==> config.mk <==
export PLATFORM = sky130hd
export DESIGN_NAME = breaker_fail_supervisor
export DESIGN_NICKNAME = d
export VERILOG_FILES = /design/src/rtl/breaker_fail_pkg.sv /design/src/rtl/breaker_fail_supervisor.sv
export SDC_FILE = /design/constraint.sdc
export NUM_CORES = 1
export LEC_CHECK = 0
export ABC_AREA = 1
export BUFFER_PORTS_ARGS = -buffer_cell sky130_fd_sc_hd__buf_2
export CORE_MARGIN = 3
export CORE_UTILIZATION = 53
export CTS_CLUSTER_DIAMETER = 200
export DETAILED_ROUTE_END_ITERATION = 8
export PLACE_DENSITY = 0.73
export REMOVE_ABC_BUFFERS = 1
export SKIP_LAST_GASP = 1
export SYNTH_ARGS = -nofsm -noshare
export SYNTH_HDL_FRONTEND = slang
export SYNTH_SLANG_ARGS = --single-unit
export TNS_END_PERCENT = 5
==> constraint.sdc <==
create_clock -name i_sys_clk -period 6.65 [get_ports i_sys_clk]
set_clock_uncertainty 0.15 [all_clocks]
set_input_delay 0.3325 -clock i_sys_clk [delete_from_list [all_inputs] [get_ports i_sys_clk]]
set_output_delay 0.3325 -clock i_sys_clk [all_outputs]
set_load 0.005 [all_outputs]
==> src/rtl/breaker_fail_pkg.sv <==
package breaker_fail_pkg;

  // Scaling of settings and measurements
  localparam int unsigned MAG_W          = 16; // Magnitude, 0.001 x In units
  localparam int unsigned PH_THR_W       = 12; // Phase threshold, 0.01 x In
  localparam int unsigned RES_THR_W      = 16; // Residual thr, 0.001 x In
  localparam int unsigned DLY_W          = 19; // Delay in 5 ms steps
  localparam int unsigned CMP_W          = 24; // Width of scaled compares
  localparam logic [3:0]  PH_TO_MAG      = 4'ha;  // 0.01 In -> 0.001 In
  localparam logic [6:0]  PCT_FULL       = 7'h64; // 100 percent
  localparam logic [6:0]  PCT_RELEASE    = 7'h61; // 97 percent drop-out

  // Time base of the delay settings
  localparam int unsigned DLY_STEP_US    = 5000; // One delay step, 5 ms

  // Values after reset
  localparam logic [PH_THR_W-1:0]  PH_THR_RST  = 12'h014;  // 0.20 x In
  localparam logic [RES_THR_W-1:0] RES_THR_RST = 16'h04b0; // 1.200 x In
  localparam logic [DLY_W-1:0]     RETRIP_RST  = 19'h00014; // 0.100 s
  localparam logic [DLY_W-1:0]     BF_DLY_RST  = 19'h00028; // 0.200 s
  localparam logic                 RETRIP_EN_RST = 1'b1;

  // Residual current source
  typedef enum logic [1:0] {
    RES_NONE = 2'h0,
    RES_ONE  = 2'h1,
    RES_TWO  = 2'h2,
    RES_CALC = 2'h3
  } res_src_t;

  // Trigger criteria combinations
  typedef enum logic [3:0] {
    MODE_CUR            = 4'h0,
    MODE_DO             = 4'h1,
    MODE_SIG            = 4'h2,
    MODE_CUR_AND_DO     = 4'h3,
    MODE_CUR_OR_DO      = 4'h4,
    MODE_CUR_AND_SIG    = 4'h5,
    MODE_CUR_OR_SIG     = 4'h6,
    MODE_SIG_AND_DO     = 4'h7,
    MODE_SIG_OR_DO      = 4'h8,
    MODE_CUR_AND_SIG_DO = 4'h9,
    MODE_CUR_OR_SIG_DO  = 4'ha
  } op_mode_t;

  // Reported function condition
  typedef enum logic [2:0] {
    COND_NORMAL  = 3'h0,
    COND_START   = 3'h1,
    COND_RETRIP  = 3'h2,
    COND_BF      = 3'h3,
    COND_ON      = 3'h4,
    COND_BLOCKED = 3'h5
  } cond_t;

  // Logical node mode and behaviour
  typedef enum logic [2:0] {
    LN_ON       = 3'h0,
    LN_BLOCKED  = 3'h1,
    LN_TEST     = 3'h2,
    LN_TEST_BLK = 3'h3,
    LN_OFF      = 3'h4
  } ln_mode_t;

  // Forced status values
  typedef enum logic [2:0] {
    FORCE_NORMAL  = 3'h0,
    FORCE_START   = 3'h1,
    FORCE_RETRIP  = 3'h2,
    FORCE_BF      = 3'h3,
    FORCE_BLOCKED = 3'h4
  } force_t;

  // Pick-up sequence, codes in Gray order; IDLE and BLOCKED differ in both bits
  typedef enum logic [1:0] {
    ST_IDLE    = 2'b00,
    ST_START   = 2'b01,
    ST_BLOCKED = 2'b11
  } seq_state_t;

endpackage

==> src/rtl/breaker_fail_supervisor.sv <==
`timescale 1ns/1ps
module breaker_fail_supervisor
  import breaker_fail_pkg::*;
#(
  parameter int unsigned CYCLE_US = 5000, // Program cycle period
  parameter int unsigned TIMER_W  = 24
) (
  // Clock and reset
  input  wire logic                 i_sys_clk,
  input  wire logic                 i_rst_n,
  // Program cycle tick and measurements
  input  wire logic                 i_cycle_tick,
  input  wire logic [MAG_W-1:0]     i_phase_a_mag,
  input  wire logic [MAG_W-1:0]     i_phase_b_mag,
  input  wire logic [MAG_W-1:0]     i_phase_c_mag,
  input  wire logic [MAG_W-1:0]     i_residual_input_one,
  input  wire logic [MAG_W-1:0]     i_residual_input_two,
  input  wire logic [MAG_W-1:0]     i_computed_residual,
  // Trigger sources and blocking
  input  wire logic                 i_trip_signal,
  input  wire logic                 i_output_monitor,
  input  wire logic                 i_block,
  // Settings
  input  wire logic [1:0]           i_residual_source_select,
  input  wire logic [3:0]           i_op_mode,
  input  wire logic [PH_THR_W-1:0]  i_phase_thr,
  input  wire logic [RES_THR_W-1:0] i_residual_thr,
  input  wire logic                 i_retrip_enable,
  input  wire logic [DLY_W-1:0]     i_repeat_trip_delay,
  input  wire logic [DLY_W-1:0]     i_bf_delay,
  input  wire logic [2:0]           i_ln_mode,
  input  wire logic                 i_force_enable,
  input  wire logic [2:0]           i_force_status,
  // Outputs
  output logic                      o_current_pickup,
  output logic                      o_start,
  output logic                      o_blocked,
  output logic                      o_retrip,
  output logic                      o_breaker_fail_trip,
  output logic [2:0]                o_condition,
  output logic [2:0]                o_behaviour
);

  localparam int unsigned STEP_TICKS_I =
    (DLY_STEP_US / CYCLE_US) < 1 ? 1 : (DLY_STEP_US / CYCLE_US);
  localparam logic [TIMER_W-1:0] STEP_TICKS = TIMER_W'(STEP_TICKS_I);

  seq_state_t         st_q, st_d;
  logic               cur_q, cur_d;
  logic [TIMER_W-1:0] cnt_q, cnt_d;
  logic               start_q, blocked_q, retrip_q, bf_q;
  logic [2:0]         cond_q, cond_d, beh_q;

  // Phase compares with hysteresis, scaled to common units
  wire [CMP_W-1:0] ph_thr_s  =
    CMP_W'(i_phase_thr) * CMP_W'(PH_TO_MAG);
  wire [CMP_W-1:0] ph_rel_s  = ph_thr_s * CMP_W'(PCT_RELEASE);
  wire [CMP_W-1:0] res_rel_s = CMP_W'(i_residual_thr) * CMP_W'(PCT_RELEASE);
  wire [CMP_W-1:0] a_pct     = CMP_W'(i_phase_a_mag) * CMP_W'(PCT_FULL);
  wire [CMP_W-1:0] b_pct     = CMP_W'(i_phase_b_mag) * CMP_W'(PCT_FULL);
  wire [CMP_W-1:0] c_pct     = CMP_W'(i_phase_c_mag) * CMP_W'(PCT_FULL);
  wire ph_over  = (CMP_W'(i_phase_a_mag) > ph_thr_s) |
                  (CMP_W'(i_phase_b_mag) > ph_thr_s) |
                  (CMP_W'(i_phase_c_mag) > ph_thr_s);
  wire ph_below = (a_pct < ph_rel_s) & (b_pct < ph_rel_s) &
                  (c_pct < ph_rel_s);

  // Residual source selection
  wire res_used = i_residual_source_select != RES_NONE;
  wire [MAG_W-1:0] res_mag =
    (i_residual_source_select == RES_ONE) ? i_residual_input_one :
    (i_residual_source_select == RES_TWO) ? i_residual_input_two :
    i_computed_residual;
  wire [CMP_W-1:0] res_pct = CMP_W'(res_mag) * CMP_W'(PCT_FULL);
  wire res_over  = res_used & (res_mag > i_residual_thr);
  wire res_below = !res_used | (res_pct < res_rel_s);

  // Current pick-up with release only when everything is below
  wire cur_over  = ph_over | res_over;
  wire cur_below = ph_below & res_below;
  assign cur_d = cur_over ? 1'b1 : (cur_below ? 1'b0 : cur_q);

  // Operating mode decode
  op_mode_t mode;
  assign mode = op_mode_t'(i_op_mode);
  wire use_cur = mode inside {MODE_CUR, MODE_CUR_AND_DO, MODE_CUR_OR_DO,
                 MODE_CUR_AND_SIG, MODE_CUR_OR_SIG, MODE_CUR_AND_SIG_DO,
                 MODE_CUR_OR_SIG_DO};
  wire use_do  = mode inside {MODE_DO, MODE_CUR_AND_DO, MODE_CUR_OR_DO,
                 MODE_SIG_AND_DO, MODE_SIG_OR_DO, MODE_CUR_AND_SIG_DO,
                 MODE_CUR_OR_SIG_DO};
  wire use_sig = mode inside {MODE_SIG, MODE_CUR_AND_SIG, MODE_CUR_OR_SIG,
                 MODE_SIG_AND_DO, MODE_SIG_OR_DO, MODE_CUR_AND_SIG_DO,
                 MODE_CUR_OR_SIG_DO};
  wire is_and  = mode inside {MODE_CUR_AND_DO, MODE_CUR_AND_SIG,
                 MODE_SIG_AND_DO, MODE_CUR_AND_SIG_DO};
  wire and_all = (!use_cur | cur_d) & (!use_do | i_output_monitor) &
                 (!use_sig | i_trip_signal);
  wire or_any  = (use_cur & cur_d) | (use_do & i_output_monitor) |
                 (use_sig & i_trip_signal);
  // AND with current: current picks up, the rest lets timers run
  wire pickup  = is_and ? (use_cur ? cur_d : and_all) : or_any;
  wire run     = is_and ? and_all : or_any;

  // Logical node mode and sampled blocking
  wire ln_off  = i_ln_mode == LN_OFF;
  wire eff_blk = i_block | (i_ln_mode == LN_BLOCKED) |
                 (i_ln_mode == LN_TEST_BLK);

  // Pick-up sequence
  always_comb begin
    st_d = st_q;
    case (st_q)
      ST_IDLE: begin
        if (pickup && !eff_blk) begin
          st_d = ST_START;
        end else if (pickup) begin
          st_d = ST_BLOCKED;
        end
      end
      ST_START: begin
        if (!pickup) begin
          st_d = ST_IDLE;
        end else if (eff_blk) begin
          st_d = ST_BLOCKED;
        end
      end
      ST_BLOCKED: begin
        if (!pickup) begin
          st_d = ST_IDLE;
        end
      end
      default: st_d = ST_IDLE;
    endcase
    if (ln_off) begin
      st_d = ST_IDLE;
    end
  end

  // Shared delay timer, in program cycle ticks
  wire timing = (st_d == ST_START) & run;
  wire [TIMER_W-1:0] cnt_inc = (cnt_q == {TIMER_W{1'b1}}) ? cnt_q :
                               cnt_q + TIMER_W'(1);
  assign cnt_d = timing ? cnt_inc : '0;
  wire [TIMER_W-1:0] rt_ticks =
    TIMER_W'(TIMER_W'(i_repeat_trip_delay) * STEP_TICKS);
  wire [TIMER_W-1:0] bf_ticks =
    TIMER_W'(TIMER_W'(i_bf_delay) * STEP_TICKS);
  wire rt_hit = timing & (cnt_d >= rt_ticks) & i_retrip_enable;
  wire bf_hit = timing & (cnt_d >= bf_ticks);

  // Output values, optionally forced
  wire     frc = i_force_enable;
  force_t  fst;
  assign fst = force_t'(i_force_status);
  wire start_d   = frc ? (fst == FORCE_START) : (st_d == ST_START);
  wire blocked_d = frc ? (fst == FORCE_BLOCKED) :
                         (st_d == ST_BLOCKED);
  wire retrip_d  = i_retrip_enable &
                   (frc ? (fst == FORCE_RETRIP) : rt_hit);
  wire bf_d      = frc ? (fst == FORCE_BF) : bf_hit;

  // Condition report, most severe first
  always_comb begin
    if (frc) begin
      case (fst)
        FORCE_START:   cond_d = COND_START;
        FORCE_RETRIP:  cond_d = COND_RETRIP;
        FORCE_BF:      cond_d = COND_BF;
        FORCE_BLOCKED: cond_d = COND_BLOCKED;
        default:       cond_d = COND_NORMAL;
      endcase
    end else if (blocked_d) begin
      cond_d = COND_BLOCKED;
    end else if (bf_d) begin
      cond_d = COND_BF;
    end else if (retrip_d) begin
      cond_d = COND_RETRIP;
    end else if (start_d && run) begin
      cond_d = COND_START;
    end else if (start_d) begin
      cond_d = COND_ON; // Picked up, timers held
    end else begin
      cond_d = COND_NORMAL;
    end
  end

  // State and outputs advance once per program cycle
  always_ff @(posedge i_sys_clk or negedge i_rst_n) begin
    if (!i_rst_n) begin
      st_q      <= ST_IDLE;
      cur_q     <= 1'b0;
      cnt_q     <= '0;
      start_q   <= 1'b0;
      blocked_q <= 1'b0;
      retrip_q  <= 1'b0;
      bf_q      <= 1'b0;
      cond_q    <= COND_NORMAL;
      beh_q     <= LN_ON;
    end else if (i_cycle_tick) begin
      st_q      <= st_d;
      cur_q     <= cur_d;
      cnt_q     <= cnt_d;
      start_q   <= start_d;
      blocked_q <= blocked_d;
      retrip_q  <= retrip_d;
      bf_q      <= bf_d;
      cond_q    <= cond_d;
      beh_q     <= i_ln_mode;
    end
  end

  assign o_current_pickup    = cur_q;
  assign o_start             = start_q;
  assign o_blocked           = blocked_q;
  assign o_retrip            = retrip_q;
  assign o_breaker_fail_trip = bf_q;
  assign o_condition         = cond_q;
  assign o_behaviour         = beh_q;
endmodule

# == Word-level counts from Yosys, hierarchy flattened ==
# Index checks and enable logic that the tools add are counted.
# word_totals
inputBits,182
ram_bits,0
mem_bits_ro,0
output_inout_bits,11
latch_bits,0
n_memories,0
elab_cells,117
ff_bits,37
# op_classes
div_mod_pow,0
n_reduce_logical,14
addsub,1
mux,27
shifts,0
order_cmp,10
bitwise,25
multipliers,7
eq_ne,24
# ops
cell,count
< comparator 23 bit,4
multiplier 16 x 5 -> 21 bit (second input constant),4
greater-than comparator 16 bit,4
>= comparator 24 x 19 -> 1 bit,2
two-way mux 24 bit,2
two-way mux 16 bit,2
adder 24 x 1 -> 24 bit (second input constant),1
equality test 24 bit (second input constant),1
multiplier 16 x 7 -> 23 bit (second input constant),1
multiplier 15 x 7 -> 22 bit (second input constant),1
nonzero test 7 bit,3
two-way mux 3 bit,6
equality test 4 x 3 -> 1 bit (second input constant),4
multiplier 12 x 3 -> 15 bit (second input constant),1
bitwise AND 1 bit,14
equality test 4 bit (second input constant),3
two-way mux 2 bit,6
one-hot mux 3 bit (4 select lines),1
bitwise OR 1 bit,11
equality test 3 x 2 -> 1 bit (second input constant),3
two-way mux 1 bit,9
equality test 4 x 2 -> 1 bit (second input constant),2
equality test 2 x 1 -> 1 bit (second input constant),3
equality test 2 bit (second input constant),3
10 further kinds,17

# == Longest topological paths before layout ==
# logic_depth
depth_word,30
mapped_depth,67
mapped_depth_nobuf,67

# == Worst setup path before layout ==
# No wires, ideal clock.
# synth_path
path_kind,input to register
from,input port i_residual_source_select[1]
to,register cond_q[1] (netlist: o_condition[1])
arrival_ns,8.448
slack_ns,-2.066
cell_stages,66
cell_sequence,inv_1 nor2_1 inv_1 clkbuf_1 nand2_1 a31oi_1 ha_1 ha_1 inv_1 fa_1 inv_1 ha_1 a21oi_1 inv_1 a31oi_1 nor2_1 o21ai_0 nand2_1 [30 not listed] o21ai_0 a21boi_0 o21a_1 o21ai_0 nand2_1 a21oi_1 o21ai_0 nand3_1 nand2_1 a21o_1 a21oi_2 nand2_1 nand2_1 nand2_1 nand2_2 nand2_1 a21oi_1 nor2_1
# synth_via
elab_chain_cells,30
word_cells_on_any_way,51
cone_classes,mul: 1; order compare: 4; eq/ne: 4; mux: 23; bitwise: 15; reduce/logical: 4
# synth_rtl
element,line_no,rtl
from (decl),breaker_fail_supervisor.sv:24,"input wire logic [1:0] i_residual_source_select,"
equality test 2 bit,breaker_fail_supervisor.sv:72,(i_residual_source_select == RES_TWO) ? i_residual_input_two :
two-way mux 16 bit,breaker_fail_supervisor.sv:72,
two-way mux 16 bit,breaker_fail_supervisor.sv:71,(i_residual_source_select == RES_ONE) ? i_residual_input_one :
multiplier 16 x 5 -> 21 bit,breaker_fail_supervisor.sv:74,wire [CMP_W-1:0] res_pct = CMP_W'(res_mag) * CMP_W'(PCT_FULL);
< comparator 23 bit,breaker_fail_supervisor.sv:76,wire res_below = !res_used | (res_pct < res_rel_s);
bitwise OR 1 bit,breaker_fail_supervisor.sv:76,
bitwise AND 1 bit,breaker_fail_supervisor.sv:80,wire cur_below = ph_below & res_below;
two-way mux 1 bit,breaker_fail_supervisor.sv:81,assign cur_d = cur_over ? 1'b1 : (cur_below ? 1'b0 : cur_q);
[13 not listed],n/a,
named net cnt_d[1],breaker_fail_supervisor.sv:50,"logic [TIMER_W-1:0] cnt_q, cnt_d;"
>= comparator 24 x 19 -> 1 bit,breaker_fail_supervisor.sv:149,wire rt_hit = timing & (cnt_d >= rt_ticks) & i_retrip_enable;
bitwise AND 1 bit (2 in series),breaker_fail_supervisor.sv:149,
two-way mux 1 bit,breaker_fail_supervisor.sv:160,(frc ? (fst == FORCE_RETRIP) : rt_hit);
bitwise AND 1 bit,breaker_fail_supervisor.sv:159,wire retrip_d = i_retrip_enable &
two-way mux 3 bit,breaker_fail_supervisor.sv:177,end else if (retrip_d) begin
two-way mux 3 bit (*),breaker_fail_supervisor.sv:175,end else if (bf_d) begin
two-way mux 3 bit (*),breaker_fail_supervisor.sv:173,end else if (blocked_d) begin
two-way mux 3 bit (*),breaker_fail_supervisor.sv:165,if (frc) begin
to (signal assigned),breaker_fail_supervisor.sv:208,cond_q <= cond_d;
to (decl),breaker_fail_supervisor.sv:52,"logic [2:0] cond_q, cond_d, beh_q;"
# Mark *: on every way through the listed nets, which the timed path passes. The rest lies on a longest branch.
# A chain may end at the register's enable or synchronous reset.

# == Worst setup path after layout ==
# layout_path
from,input port i_phase_thr[3]
to,register cond_q[1] (netlist: o_condition[1])
# layout_via
elab_chain_cells,29
word_cells_on_any_way,52
cone_classes,mul: 2; order compare: 8; eq/ne: 2; mux: 21; bitwise: 17; reduce/logical: 2
# layout_rtl
element,line_no,rtl
from (decl),breaker_fail_supervisor.sv:26,"input wire logic [PH_THR_W-1:0] i_phase_thr,"
multiplier 12 x 3 -> 15 bit (*),breaker_fail_supervisor.sv:56,CMP_W'(i_phase_thr) * CMP_W'(PH_TO_MAG);
multiplier 15 x 7 -> 22 bit,breaker_fail_supervisor.sv:57,wire [CMP_W-1:0] ph_rel_s = ph_thr_s * CMP_W'(PCT_RELEASE);
< comparator 23 bit,breaker_fail_supervisor.sv:65,wire ph_below = (a_pct < ph_rel_s) & (b_pct < ph_rel_s) &
bitwise AND 1 bit (2 in series),breaker_fail_supervisor.sv:65,
bitwise AND 1 bit,breaker_fail_supervisor.sv:80,
two-way mux 1 bit,breaker_fail_supervisor.sv:81,
two-way mux 1 bit (*),breaker_fail_supervisor.sv:81,
bitwise OR 1 bit,breaker_fail_supervisor.sv:97,wire and_all = (!use_cur | cur_d) & (!use_do | i_output_monitor) &
[11 not listed],n/a,
named net cnt_d[1],breaker_fail_supervisor.sv:50,
>= comparator 24 x 19 -> 1 bit,breaker_fail_supervisor.sv:149,
bitwise AND 1 bit (2 in series),breaker_fail_supervisor.sv:149,
two-way mux 1 bit,breaker_fail_supervisor.sv:160,
bitwise AND 1 bit,breaker_fail_supervisor.sv:159,
two-way mux 3 bit,breaker_fail_supervisor.sv:177,
two-way mux 3 bit (*),breaker_fail_supervisor.sv:175,
two-way mux 3 bit (*),breaker_fail_supervisor.sv:173,
two-way mux 3 bit (*),breaker_fail_supervisor.sv:165,
# Marked as above.

==> key figures <==
Floorplanning
  – I/O Pins: 193
  – Die ar.: ~0.035 mm^2
  – Die Ht: 188 um
  – Initial core utilization: 53.9%
  – Rows: 66
  – Die W: 188 um
  – Core Area: 0.0327 mm^2

Power
  – Psw: 0.00437 W
  – Pint: just over 0.004 W
  – Clock Power Share: 3.3%
  – Reg power frac: 2.9%
  – P_leak: 13.9 nW
  – Comb power frac: 93.8%
  – Switching Share: between 50% and 60%
  – Worst VDD drop: 0.353 mV
  – PnR Total Power: between 0.008 and 0.009 W
  – PD cells: 362 mW/mm^2

Worst setup path
  – Critical path type: in -> reg
  – WP depth: 59
  – Crit path launch type: primary input
  – Crit path DAT: 8880 ps
  – Crit end category: register
  – Crit path buffers/inverters: 7
  – Critical Path Max Stage Delay: approximately 360 ps
  – Setup crit end: o_condition[1]$_DFFE_PN0P_
  – Worst path most repeated cell: ha_1
  – Critical path's top delay family: compound AO/OA/AOI/OAI gates
  – Maximum fanout along the worst path: 5
  – Setup slack, reg-to-reg: between 1500 and 2000 ps
  – Path depth of the worst reg2reg path: 29
  – RR Endpoint: o_condition[1]$_DFFE_PN0P_
  – Crit path from: i_phase_thr[3]
  – Slowest-stage cell, CP: fa_2
  – Worst flop-to-flop path startpoint: cnt_q[0]$_DFFE_PN0P_
  – Critical path required time: about 6700 ps

CTS
  – Clock Path Buffers: 2
  – Clk Latency, worst-skew pair: around 280 ps
  – Clock root cell: clkbuf_16
  – TritonCTS buffer count: 5
  – Hold buffer count at cts: 0
  – CTS tree: built
  – H-tree depth: 2
  – Worst-path clk slew: 60 ps
  – CTS sink cnt: 37

Finish
  – Nets@finish: 3926
  – FF/Latch Area: 926 um^2
  – Area Growth Syn to Fin: 32.5%
  – Area of the multi-input gates: 0.0151 mm^2
  – Layout cells sized above 1: approximately a quarter
  – Fillcell total: 2709

Logic synthesis
  – Synthesized area per cell: 6.97 um^2
  – Area leader, netlist: ha_1
  – Commonest cells in the netlist: inv_1, ha_1, nand2_1
  – Main area contributors after synthesis: ha_1, inv_1, nand2_1
  – Asr flop ratio synth: 100%
  – Synthesized cell area: 0.0176 mm^2
  – Mapped Cells: around 2.5k
  – Share of the synthesized area in the top cell type: 37.3%
  – Synth cell types: 60
  – Share of the yosys chip area belonging to registers: ~5.3%
  – #FFs+latches synth: 37
  – Synthesis Warnings: 0
  – Synth Flop Type: dfrtp_1
  – Post-synth EDFFs: 0
  – Count leader, synth: inv_1

Route
  – Via/cell ratio: 5.16
  – Top sig layer: met4
  – Met2 wire length: 24300 um
  – DR iter-0 viols: 936
  – Routed vias: 18.6k
  – Final WL: 51700 um
  – WL/cell: 14.3 um
  – Post-DRT Antenna Nets: 0
  – Drt pass-1 iters: 6
  – # DRC: 0
  – Wire length on met1: 23400 um
  – Routed wire length on met3: 2890 um

Timing
  – RSZ-0062 raised after global routing: true
  – Least-Margin Pin Slew: between 800 and 900 ps
  – Fin crit share: 133%
  – Final Max Tran Viols: 0
  – Max Clock Freq: 0.113 GHz
  – Max_slew headroom: 43.3%
  – Final setup vio count: 22
  – Final Critical Period: ~9000 ps
  – Final hold vios: 0
  – Final Worst Setup Slack: -2200 ps

Placed design
  – Final Wtd Congestion: 0.970
  – Final HPWL DP: 44300 um
  – PortBufs: about 190
  – DP Worst Slack: -2750 ps

Global routing
  – Global-route wire length before repair: around 82000 um
  – Tot GR Track Use: between 20% and 30%
  – Vias in the first global route: roughly 18k
  – GRT overflow: 0
  – Largest net degree at the start of global routing: 56
  – Initial antenna violation count: 0

Outcome
  – Failing checks: setup timing
  – Outcome: finished with violations

Hold path
  – Hold Crit Class: in -> async

Flow run
  – Max_cap viols: 0
## per-layer routing
| metal | GRT usage, % | vias up |
|---|---|---|
| met5 | 0 | - |
| met4 | 5.13 | 0 |
| met2 | 47.9 | 507 |
| met1 | 36.6 | 8545 |
| met3 | 2.49 | 85 |
| li1 | - | 9448 |
## state kept, by name, indices dropped and copies added, names as in the netlist, 2 cells and up
signal / flops
o_behaviour: 3
cnt_q: 24
st_q: 2
o_condition: 3
## power by group through the flow
stage	Sequential (W)	Combinational, W	Clock (W)
after floorplan	0.000246	0.00436	0
after global placement	0.000247	0.00703	0
after detailed placement	0.000247	0.00731	0
after CTS	0.000243	0.00738	0.000282
after global routing	0.000244	0.00883	0.000291
final	0.000243	0.00793	0.000279
## cell type report
cell class,count,share of cell area [%]
Multi-Input combinational cell,1892,64.8
Timing Repair Buffer,635,18.6
Inverter,587,9.50
Sequential cell,37,3.96
Tap cell,442,2.37
Clock buffer,7,0.610
Clock inverter,1,0.128
Antenna cell,1,0.0107
## kinds of logic (layout without fill, tap and decap cells)
group                    after synthesis  in the layout  share of synthesized area (%)
flip-flops                            37             37                           5.25
AND/OR/NAND/NOR                      878            878                           21.9
other                                  0              1                              0
XOR/XNOR                             100            100                           4.97
AO/OA/AOI/OAI                        328            328                           10.9
buffers and inverters                601           1230                           12.9
adder cells (fa/ha/maj)              586            586                           44.1
## metrics by stage
stage | hold slack (ps) | TNS (ps) | std cells | area (um^2) | util (%)
global placement | 311 | -17930 | 3568 | 22200 | 68.0
floorplan | -113 | -15130 | 2516 | 17600 | -
detailed placement | 328 | -27430 | 3568 | 22200 | 68.0
finish | 7.36 | -12800 | 3602 | 23400 | 71.5
global route | 57.8 | -23570 | 3601 | 23400 | 71.5
CTS | 33.1 | -14130 | 3580 | 22500 | 68.9
## worst reg2reg max path: cells and delay by family (launching register included)
family          cells  cell delay (ps)
compound gates     12             1760
fa+ha+maj           2              470
simple gates       13             1650
flops               1              390
buf+inv             2              210
## worst min path at each step
stage | from | to | slack [ps] | cells past startpoint
after detailed placement | o_behaviour[2]$_DFFE_PN0P_ | o_behaviour[2]$_DFFE_PN0P_ | 330 | 2
after floorplan | i_rst_n | cnt_q[0]$_DFFE_PN0P_ | -110 | 0
after global routing | i_rst_n | cnt_q[13]$_DFFE_PN0P_ | 60 | 1
final | i_rst_n | cnt_q[13]$_DFFE_PN0P_ | 7 | 1
after global placement | o_behaviour[2]$_DFFE_PN0P_ | o_behaviour[2]$_DFFE_PN0P_ | 310 | 2
after CTS | i_rst_n | cnt_q[12]$_DFFE_PN0P_ | 30 | 1
## cells in the final DEF, fill, tap and decap left out, types with 27 or more instances in the layout
| master | instances |
|---|---|
| ha_1 | 497 |
| a21oi_2 | 29 |
| nand3_1 | 97 |
| buf_4 | 433 |
| ha_4 | 27 |
| buf_2 | 190 |
| nand2_2 | 43 |
| a21oi_1 | 120 |
| nor2_1 | 132 |
| dfrtp_1 | 37 |
| fa_1 | 59 |
| o21ai_0 | 51 |
| xnor2_1 | 33 |
| inv_1 | 566 |
| nand2_1 | 488 |
| xor2_1 | 64 |
## repair_timing
item | in CTS | in global routing
pin swaps | 16 | 100
cloned | 1 | 0
buffers inserted | 3 | 21
endpoints found under the setup margin | 31 | 33
resized for setup | 30 | 138
(Power assumes the default switching activity.)
